### config.mk
export PLATFORM = sky130hd
export DESIGN_NAME = system_clock_source_control
export DESIGN_NICKNAME = d
export VERILOG_FILES = /design/src/clk_gen_pkg.sv /design/src/system_clock_source_control.sv
export SDC_FILE = /design/constraint.sdc
export NUM_CORES = 1
export LEC_CHECK = 0
export BUFFER_PORTS_ARGS = -buffer_cell sky130_fd_sc_hd__buf_2
export CAP_MARGIN = 20
export CORE_ASPECT_RATIO = 0.8
export CORE_MARGIN = 1.5
export CORE_UTILIZATION = 47
export CTS_CLUSTER_SIZE = 24
export DETAILED_ROUTE_END_ITERATION = 10
export GPL_TIMING_DRIVEN = 0
export HOLD_SLACK_MARGIN = 0.02
export PLACE_DENSITY_LB_ADDON = 0.12
export SYNTH_ARGS = -nofsm -noshare
export SYNTH_HDL_FRONTEND = slang
export SYNTH_SLANG_ARGS = --single-unit
### constraint.sdc
create_clock -name mclk -period 1.5 [get_ports mclk]
set_input_delay 0.3 -clock mclk [delete_from_list [all_inputs] [get_ports mclk]]
set_output_delay 0.3 -clock mclk [all_outputs]
set_load 0.01 [all_outputs]
### src/clk_gen_pkg.sv
// constants and types of the system clock source controller
// assumes a byte-wide processor register port and oscillator ticks on mclk
package clk_gen_pkg;
    // ----------------------------------------------------------------
    // register map
    // ----------------------------------------------------------------
    localparam logic [15:0] SUB_OSC_MODE_ADDR  = 16'hfff0;
    localparam logic [15:0] SUBCLK_CTRL_ADDR   = 16'hfff2;
    localparam logic [15:0] PROC_CLK_CTRL_ADDR = 16'hfffb;
    localparam logic [7:0]  SUB_OSC_MODE_RST   = 8'h00;
    localparam logic [7:0]  SUBCLK_CTRL_RST    = 8'h00;
    localparam logic [7:0]  PROC_CLK_CTRL_RST  = 8'h02;
    localparam logic [7:0]  SUB_OSC_MODE_WMASK = 8'h03;
    localparam logic [7:0]  SUBCLK_CTRL_WMASK  = 8'h10;
    localparam logic [7:0]  PROC_CLK_CTRL_WMASK = 8'h82;
    localparam int SUB_OSC_HALT_BIT = 0;
    localparam int FB_RES_OFF_BIT   = 1;
    localparam int CLK_SRC_SEL_BIT  = 4;
    localparam int CPU_SRC_FLAG_BIT = 5;
    localparam int MAIN_DIV_SEL_BIT = 1;
    localparam int MAIN_OSC_HALT_BIT = 7;
    // ----------------------------------------------------------------
    // clock ratios and counts
    // ----------------------------------------------------------------
    localparam logic [1:0] MAIN_SLOW_DIV_LAST = 2'h3;
    localparam logic [1:0] SWITCH_TICKS_LAST  = 2'h1;
    localparam int STAB_EXP = 15;
    // ----------------------------------------------------------------
    // types
    // ----------------------------------------------------------------
    typedef struct packed {
        logic [15:0] addr;
        logic        rd;
        logic        wr;
        logic [7:0]  wdata;
        logic        bit_wr;
        logic [2:0]  bit_idx;
        logic        bit_val;
    } reg_req_t;
    typedef enum logic [2:0] {
        SRC_FAST = 3'b001,
        SRC_SLOW = 3'b010,
        SRC_SUB  = 3'b100
    } cpu_src_t;
    typedef enum logic [3:0] {
        PWR_STAB = 4'b0001,
        PWR_RUN  = 4'b0010,
        PWR_HALT = 4'b0100,
        PWR_STOP = 4'b1000
    } pwr_state_t;
endpackage

### src/system_clock_source_control.sv
// system clock source controller: registers, CPU clock pick, standby gating
// assumes oscillator ticks arrive as one-cycle pulses synchronous to mclk
module system_clock_source_control #(
    parameter int STAB_TICKS = 2 ** clk_gen_pkg::STAB_EXP
) (
    input  wire logic                  mclk,
    input  wire logic                  srst,
    input  wire clk_gen_pkg::reg_req_t req,
    output logic [7:0]                 rdata,
    input  wire logic                  main_osc_tick,
    input  wire logic                  sub_osc_tick,
    input  wire logic                  stop_req,
    input  wire logic                  halt_req,
    input  wire logic                  wake,
    output logic                       main_osc_en,
    output logic                       sub_osc_en,
    output logic                       feedback_resistor_off,
    output logic                       cpu_clk_en,
    output logic                       cpu_running,
    output logic                       cpu_clk_source_flag,
    output logic                       periph_clk_en,
    output logic                       watch_clk_en,
    output logic                       stop_mode,
    output logic                       halt_mode
);
    import clk_gen_pkg::*;

    // ----------------------------------------------------------------
    // register access
    // ----------------------------------------------------------------
    logic [7:0]  sub_osc_mode_reg_q;
    logic [7:0]  subclk_ctrl_reg_q;
    logic [7:0]  proc_clk_ctrl_reg_q;
    logic [7:0]  rdata_q;
    cpu_src_t    cur_src_q;
    pwr_state_t  pwr_q;
    pwr_state_t  pwr_d;

    // byte write replaces, bit write changes one bit; masks keep zeros
    function automatic logic [7:0] merge(
        input logic [7:0] old,
        input logic [7:0] wmask,
        input reg_req_t   r
    );
        logic [7:0] v;
        v = old;
        if (r.wr) begin
            v = r.wdata;
        end else if (r.bit_wr) begin
            v[r.bit_idx] = r.bit_val;
        end
        return v & wmask;
    endfunction

    wire         hit_mode  = req.addr == SUB_OSC_MODE_ADDR;
    wire         hit_sctl  = req.addr == SUBCLK_CTRL_ADDR;
    wire         hit_pctl  = req.addr == PROC_CLK_CTRL_ADDR;
    wire         wr_any    = req.wr | req.bit_wr;
    wire         on_sub    = cur_src_q == SRC_SUB;
    wire [7:0]   mode_new  = merge(sub_osc_mode_reg_q, SUB_OSC_MODE_WMASK, req);
    wire [7:0]   sctl_new  = merge(subclk_ctrl_reg_q, SUBCLK_CTRL_WMASK, req);
    wire [7:0]   pctl_mrg  = merge(proc_clk_ctrl_reg_q, PROC_CLK_CTRL_WMASK, req);
    // setting the main halt bit only counts once the sub clock is in use
    wire         halt_new  = pctl_mrg[MAIN_OSC_HALT_BIT] & on_sub;
    wire [7:0]   pctl_new  = {halt_new, pctl_mrg[6:0]};
    wire [7:0]   sctl_rd   = subclk_ctrl_reg_q | ({7'h00, on_sub} << CPU_SRC_FLAG_BIT);
    wire [7:0]   rd_mux    = hit_mode ? sub_osc_mode_reg_q :
                             hit_sctl ? sctl_rd :
                             hit_pctl ? proc_clk_ctrl_reg_q : 8'h00;

    always_ff @(posedge mclk) begin
        if (srst) begin
            sub_osc_mode_reg_q  <= SUB_OSC_MODE_RST;
            subclk_ctrl_reg_q   <= SUBCLK_CTRL_RST;
            proc_clk_ctrl_reg_q <= PROC_CLK_CTRL_RST;
            rdata_q             <= 8'h00;
        end else begin
            if (wr_any && hit_mode) begin
                sub_osc_mode_reg_q <= mode_new;
            end
            if (wr_any && hit_sctl) begin
                subclk_ctrl_reg_q <= sctl_new;
            end
            if (wr_any && hit_pctl) begin
                proc_clk_ctrl_reg_q <= pctl_new;
            end
            if (req.rd) begin
                rdata_q <= rd_mux;
            end
        end
    end

    assign rdata                 = rdata_q;
    assign feedback_resistor_off = sub_osc_mode_reg_q[FB_RES_OFF_BIT];
    assign sub_osc_en            = ~sub_osc_mode_reg_q[SUB_OSC_HALT_BIT];
    assign cpu_clk_source_flag   = on_sub;

    // ----------------------------------------------------------------
    // oscillator enables and clock dividers
    // ----------------------------------------------------------------
    logic        main_osc_en_q;
    logic [1:0]  main_div_q;
    logic        sub_div_q;
    logic [1:0]  sw_cnt_q;
    logic        cpu_clk_en_q;
    logic        periph_clk_en_q;
    logic        watch_clk_en_q;

    // deep standby and the halt bit both stop the main oscillator
    wire main_en_d = ~proc_clk_ctrl_reg_q[MAIN_OSC_HALT_BIT] & (pwr_q != PWR_STOP);
    wire main_t    = main_osc_tick & main_osc_en_q;
    wire slow_t    = main_t & (main_div_q == MAIN_SLOW_DIV_LAST);
    wire sub_t     = sub_osc_tick & sub_osc_en;
    wire sub_half_t = sub_t & sub_div_q;
    wire cpu_sub   = subclk_ctrl_reg_q[CLK_SRC_SEL_BIT];
    wire cpu_slow  = proc_clk_ctrl_reg_q[MAIN_DIV_SEL_BIT];
    // requested source from select bit and divider bit
    cpu_src_t req_src;
    assign req_src = cpu_sub ? SRC_SUB : (cpu_slow ? SRC_SLOW : SRC_FAST);
    logic src_t;
    always_comb begin
        case (cur_src_q)
            SRC_FAST: src_t = main_t;
            SRC_SLOW: src_t = slow_t;
            SRC_SUB:  src_t = sub_half_t;
            default:  src_t = 1'b0;
        endcase
    end
    wire sw_pend = req_src != cur_src_q;
    wire sw_done = sw_pend & src_t & (sw_cnt_q == SWITCH_TICKS_LAST);

    always_ff @(posedge mclk) begin
        if (srst) begin
            main_osc_en_q <= 1'b0;
            main_div_q    <= 2'h0;
            sub_div_q     <= 1'b0;
        end else begin
            main_osc_en_q <= main_en_d;
            main_div_q    <= main_t ? main_div_q + 2'h1 : main_div_q;
            sub_div_q     <= sub_t ? ~sub_div_q : sub_div_q;
        end
    end

    // the new source takes over only after two ticks of the old one
    always_ff @(posedge mclk) begin
        if (srst) begin
            cur_src_q <= SRC_SLOW;
            sw_cnt_q  <= 2'h0;
        end else if (!sw_pend) begin
            sw_cnt_q <= 2'h0;
        end else if (sw_done) begin
            cur_src_q <= req_src;
            sw_cnt_q  <= 2'h0;
        end else if (src_t) begin
            sw_cnt_q <= sw_cnt_q + 2'h1;
        end
    end

    always_ff @(posedge mclk) begin
        if (srst) begin
            cpu_clk_en_q    <= 1'b0;
            periph_clk_en_q <= 1'b0;
            watch_clk_en_q  <= 1'b0;
        end else begin
            cpu_clk_en_q    <= src_t & (pwr_q == PWR_RUN);
            periph_clk_en_q <= main_t;
            watch_clk_en_q  <= sub_t;
        end
    end

    assign main_osc_en   = main_osc_en_q;
    assign cpu_clk_en    = cpu_clk_en_q;
    assign periph_clk_en = periph_clk_en_q;
    assign watch_clk_en  = watch_clk_en_q;

    // ----------------------------------------------------------------
    // stabilization wait and standby modes
    // ----------------------------------------------------------------
    logic [15:0] stab_cnt_q;
    wire  stab_done = main_t && (stab_cnt_q == 16'(STAB_TICKS - 1));

    always_comb begin
        pwr_d = pwr_q;
        case (pwr_q)
            PWR_STAB: begin
                if (stab_done) begin
                    pwr_d = PWR_RUN;
                end
            end
            PWR_RUN: begin
                if (stop_req && !on_sub) begin
                    pwr_d = PWR_STOP;
                end else if (halt_req) begin
                    pwr_d = PWR_HALT;
                end
            end
            PWR_HALT: begin
                if (wake) begin
                    pwr_d = PWR_RUN;
                end
            end
            PWR_STOP: begin
                if (wake) begin
                    pwr_d = PWR_STAB;
                end
            end
            default: pwr_d = PWR_STAB;
        endcase
    end

    always_ff @(posedge mclk) begin
        if (srst) begin
            pwr_q      <= PWR_STAB;
            stab_cnt_q <= 16'h0000;
        end else begin
            pwr_q      <= pwr_d;
            stab_cnt_q <= (pwr_q != PWR_STAB) ? 16'h0000 :
                          main_t ? stab_cnt_q + 16'h0001 : stab_cnt_q;
        end
    end

    assign cpu_running = pwr_q == PWR_RUN;
    assign stop_mode   = pwr_q == PWR_STOP;
    assign halt_mode   = pwr_q == PWR_HALT;
endmodule

Yosys cells after proc, flatten, opt, wreduce, memory -nomap -nowiden --
Cells that the tools add are included.
Storage, ports and cells: bits in registers 45, input bits 38, output and inout bits 18, logic and storage cells 93
Operators by class: add/subtract/negate cells 3, magnitude comparators 2, equal/unequal tests 20, mux-type cells 23, bitwise logic cells 15, reduce and logical (&&, ||, !) cells 15
Operators by type and width (count):
- 16-bit == test (second input constant) | 3
- 8-bit two-way mux | 5
- 8-bit bitwise mux | 3
- 4-bit two-way mux | 5
- 16-bit by 1-bit adder with 16-bit output (second input constant) | 1
- 16-bit by 15-bit == test with 1-bit output (second input constant) | 1
- 4-bit case mux with 4 select lines | 1
- 5-bit two-way mux | 2
- 1-bit bitwise AND | 9
- 2-bit AND reduction | 4
- 1-bit logical AND | 6
- 2-bit two-way mux | 3
- 2-bit inequality test (second input constant) | 3
- 5-bit by 6-bit bitwise OR with 6-bit output | 1
- 2-bit by 1-bit adder with 2-bit output (second input constant) | 2
- 4-bit by 1-bit == test with 1-bit output (second input constant) | 1
- 4-bit by 2-bit == test with 1-bit output (second input constant) | 1
- 4-bit by 3-bit == test with 1-bit output (second input constant) | 1
- 4-bit == test (second input constant) | 1
- 3-bit by 4-bit less-than comparator with 1-bit output (second input constant) | 1
- 4-bit by 1-bit inequality test with 1-bit output (second input constant) | 1
- 4-bit inequality test (second input constant) | 1
- 1-bit inverter | 4
- 4-bit AND reduction | 1
- other kinds (17) | 17

Depth between registers and ports, before layout --
word-level depth 8, mapped depth 6, depth with buffers taken out 6

Least setup slack after synthesis --
No wires, ideal clock.
kind reg2reg, start register stab_cnt_q[0], end register pwr_q[2], library setup time 0.129 ns, arrival 1.504 ns, required time 1.371 ns, path slack -0.133 ns, cell stages (with the launch flop) 7, buffers on the path 0, clock period less this slack 1.633 ns, path through dfxtp_1 > ha_1 > nand3_1 > nor4_4 > o2111a_2 > mux2i_1 > nor2_1
Between the ends: word-level cells in the longest chain between the ends 4
RTL lines:
- start: declaration | RTL line system_clock_source_control.sv:179 | logic [15:0] stab_cnt_q;
- start signal: assignment | RTL line system_clock_source_control.sv:217 | stab_cnt_q <= (pwr_q != PWR_STAB) ? 16'h0000 :
- 16-bit by 15-bit == test with 1-bit output | RTL line system_clock_source_control.sv:180 | wire stab_done = main_t && (stab_cnt_q == 16'(STAB_TICKS - 1));
- 1-bit logical AND | RTL line system_clock_source_control.sv:180
- 2-bit inequality test (no line)
- 4-bit AND reduction (no line)
- end signal: assignment | RTL line system_clock_source_control.sv:216 | pwr_q <= pwr_d;
- end: declaration | RTL line system_clock_source_control.sv:36 | pwr_state_t pwr_q;
Every way passes these cells. A chain may end at the register's enable or synchronous reset.

Worst setup path after layout --
start register pwr_q[2], end register pwr_q[2]
Between the ends: word-level cells in the longest chain between the ends 3, elaborated cells on any way between the ends 10, those cells by class eq/ne: 8; mux: 1; reduce/logical: 1
RTL lines:
- 4-bit by 2-bit == test with 1-bit output, or another cell as far along | RTL line system_clock_source_control.sv:184 | case (pwr_q)
- 3-bit by 2-bit inequality test with 1-bit output (no line) / 2-bit inequality test (equally long branches)
- 4-bit AND reduction (no line)
Several ways; a longest one is shown, not always the timed one.

==> reports/metrics.csv <==
metric,value,unit
ys_seq_elements,42,
synth_top_area_share,39.23,%
crit_path_max_fanout,5,
final_nets,368,
drc,0,
end_kind,register,
hold_end,rdata[0],
busiest_layer,met2,
multiInputGateArea,1426,um2
portBuffers,46,
path_clk_slew,0.08,ns
synthesis.area,2143,um2
min-delay-start,req[16],
maxCapViolCount,0,
grt_max_degree,14,
htree_levels,2,
setup_slack,-0.2081,ns
die_y,63.40,um
yosysWarnings,0,
via_per_inst,5.317,
async_flop_share,0,%
outcome,finished with violations,
drt_iter0_markers,120,
p_leak,1.253,nW
yosysSeqAreaShare,39.23,%
finClkSkew,0.005048,ns
fillCellCount,332,
cp.arrival,1.87,ns
regToRegEndpoint,pwr_q[2],
core,4283,um2
ir_drop,0.5251,mV
ctsRootBufferMaster,clkbuf_8,
slowest_delay,0.56,ns
routed_wl,5644,um
fin_hold_ws,0.3365,ns
synth_area_leader_cell,dfxtp_1,
start_util,50.04,%
drive_gt1_share,39.02,%
hold_viol,0,
synth.distinct_cells,48,
grt_first_pass_wirelength,8625,um
cts_made_buffers,5,
grt_pass1_vias,1932,
worstPathRequired,1.67,ns
num_vias,2047,
ff2ff_path_depth,7,
finalMaxSlewViolations,0,
synth_edf_count,0,
criticalPathCategory,reg -> reg,
max_slew_margin,61.76,%
io_pins,56,
crit_chain,or4b_4 -> clkinv_4 -> buf_6 -> o211ai_4 -> o2111a_2 -> mux2i_1 -> nor2_1,
antenna_found_initial,0,
ant_nets,0,
worst_pin_slew,0.5736,ns
seqCellArea,870.8,um2
cts_tree,yes,
crit_family,simple AND/OR/NAND/NOR gates,
synth_area_leaders,"dfxtp_1 39%, nor2_1 6.1%, xor2_1 4.5%, a21oi_1 3.5%, mux2i_1 3.3%",
met2_usage,35.56,%
die_x,78.50,um
path_buf_inv,2,
synthesis.instances,248,
fin_crit,1.708,ns
slowest_stage,or4b_4,
dp_hpwl,3478,um
use_met3,4.203,%
syn_area_per_cell,8.642,um2
cts_hold_buf,0,
grt_use_total,22.12,%
setup_violations,10,
gp_congestion,0.7944,
synth_flop_cell,dfxtp_1,
diodes,0,
grtUsageMet1,29.84,%
ff2ff_setup_slack,-0.21,ns
clock.fmax,585.5,MHz
dieArea,4977,um2
period_share,113.9,%
dr.pass1.iters,4,
rsz0062_at_grt,yes,
cp-start-kind,register,
holdPathStages,4,
pre_cts_slack,-0.3048,ns
p_per_area,724.6,nW/um2
hold_class,in -> reg,
violations,negative setup slack,
num_rows,21,
cts.sinks,42,
insertion_delay,0.29,ns
avgRoutedWirePerCell,14.66,um
r2r-start,pwr_q[2],
area_growth,41.74,%
overflow,0,
clockBufferDepth,2,
state kept, by name, summed over array words and instances, names as in the netlist:
name,flops
proc_clk_ctrl_reg_q,2
cur_src_q,3
watch_clk_en,1
sw_cnt_q,2
stab_cnt_q,16
cpu_clk_en,1
periph_clk_en,1
sub_div_q,1
subclk_ctrl_reg_q,1
pwr_q,4
rdata,5
main_div_q,2
main_osc_en,1
sub_osc_mode_reg_q,2
metal layers:
metal  vias to the layer above  wire length (um)
met5                         -                 0
met4                         0                77
met3                         9               210
met2                        45              2632
met1                       962              2723
li1                       1031                 -
stage by stage:
stage	area (um2)	power (mW)	util [%]	setup TNS [ns]	std cells
4_1_cts	2834	2.202	66.17	-2.252	376
5_1_grt	3038	2.279	70.93	-1.723	385
3_5_place_dp	2467	1.331	57.61	-5.470	353
2_1_floorplan	2166	1.257	-	-0.009150	250
6_report	3038	2.201	70.93	-0.9878	385
3_3_place_gp	2467	1.329	57.61	-4.815	353
cells in the mapped netlist (2+ instances only):
master,instances
dfxtp_1,42
nor2_1,35
nand2_1,17
a21oi_1,15
nand3_1,13
inv_1,11
xor2_1,11
nand4_1,10
xnor2_1,8
clkbuf_1,7
mux2i_1,7
nand2b_1,7
nor2b_1,6
nor4b_1,5
a311oi_1,4
and3_1,4
buf_4,3
ha_1,3
nor3_1,3
nor3b_1,3
nor4_1,3
o21ai_0,3
and2_1,2
o2111ai_1,2
final cells by class:
cell class / count / share of cell area (%)
Buffer: 10 / 1.730
Clock buffer: 5 / 2.265
Clock inverter: 3 / 1.318
Inverter: 12 / 1.647
Multi-Input combinational cell: 185 / 46.95
Sequential cell: 42 / 28.67
Tap cell: 57 / 2.348
Timing Repair Buffer: 71 / 15.07
worst register-to-register path: stages (launching register included):
cell and delay (ns):
dfxtp_4 0.37, or4b_4 0.56, clkinv_4 0.07, buf_6 0.10, o211ai_4 0.08, o2111a_2 0.19
mux2i_1 0.15, nor2_1 0.05
cell families after synthesis:
group	after synthesis	synth area share (%)
flops	42	39.23
fa+ha+maj	3	1.752
simple gates	117	30.41
compound gates	36	12.61
mux	7	3.269
xor+xnor	19	7.764
other cells	1	0.1750
buf+inv	23	4.787
worst max path at each step:
stage / start / to / slack (ns) / depth (start not counted)
final: pwr_q[2] / pwr_q[2] / -0.21 / 7
after global routing: pwr_q[2] / pwr_q[2] / -0.27 / 7
after CTS: pwr_q[3] / cpu_running / -0.18 / 3
after detailed placement: req[23] / subclk_ctrl_reg_q[4] / -0.30 / 6
after global placement: req[23] / sub_osc_mode_reg_q[0] / -0.27 / 6
after floorplan: pwr_q[2] / pwr_q[2] / -0.009 / 6
layout by cell type, fill, tap and decap left out, drive strengths merged, types with 5 or more instances in the layout:
master | synthesis | final
buf | 4 | 75
nand3 | 13 | 13
mux2i | 7 | 7
nor2 | 35 | 35
clkbuf | 7 | 11
nand4 | 10 | 10
nor4b | 5 | 5
nand2 | 17 | 17
nor4 | 5 | 5
xnor2 | 8 | 8
dfxtp | 42 | 42
inv | 11 | 11
nand2b | 7 | 7
a21oi | 16 | 16
xor2 | 11 | 11
nor2b | 6 | 6
power by group:
group | switching, mW | internal [mW] | total, mW
sequential | 0.0127 | 1.12 | 1.13
clock | 0.394 | 0.490 | 0.884
combinational | 0.105 | 0.0809 | 0.185
total | 0.511 | 1.69 | 2.20
what timing repair did:
item / in CTS / in global routing
setup buffers: 15 / 10
setup endpoints to repair: 24 / 32
gates resized for setup: 33 / 29
pin swaps: 9 / 11
Power figures use the tool's default switching activity.
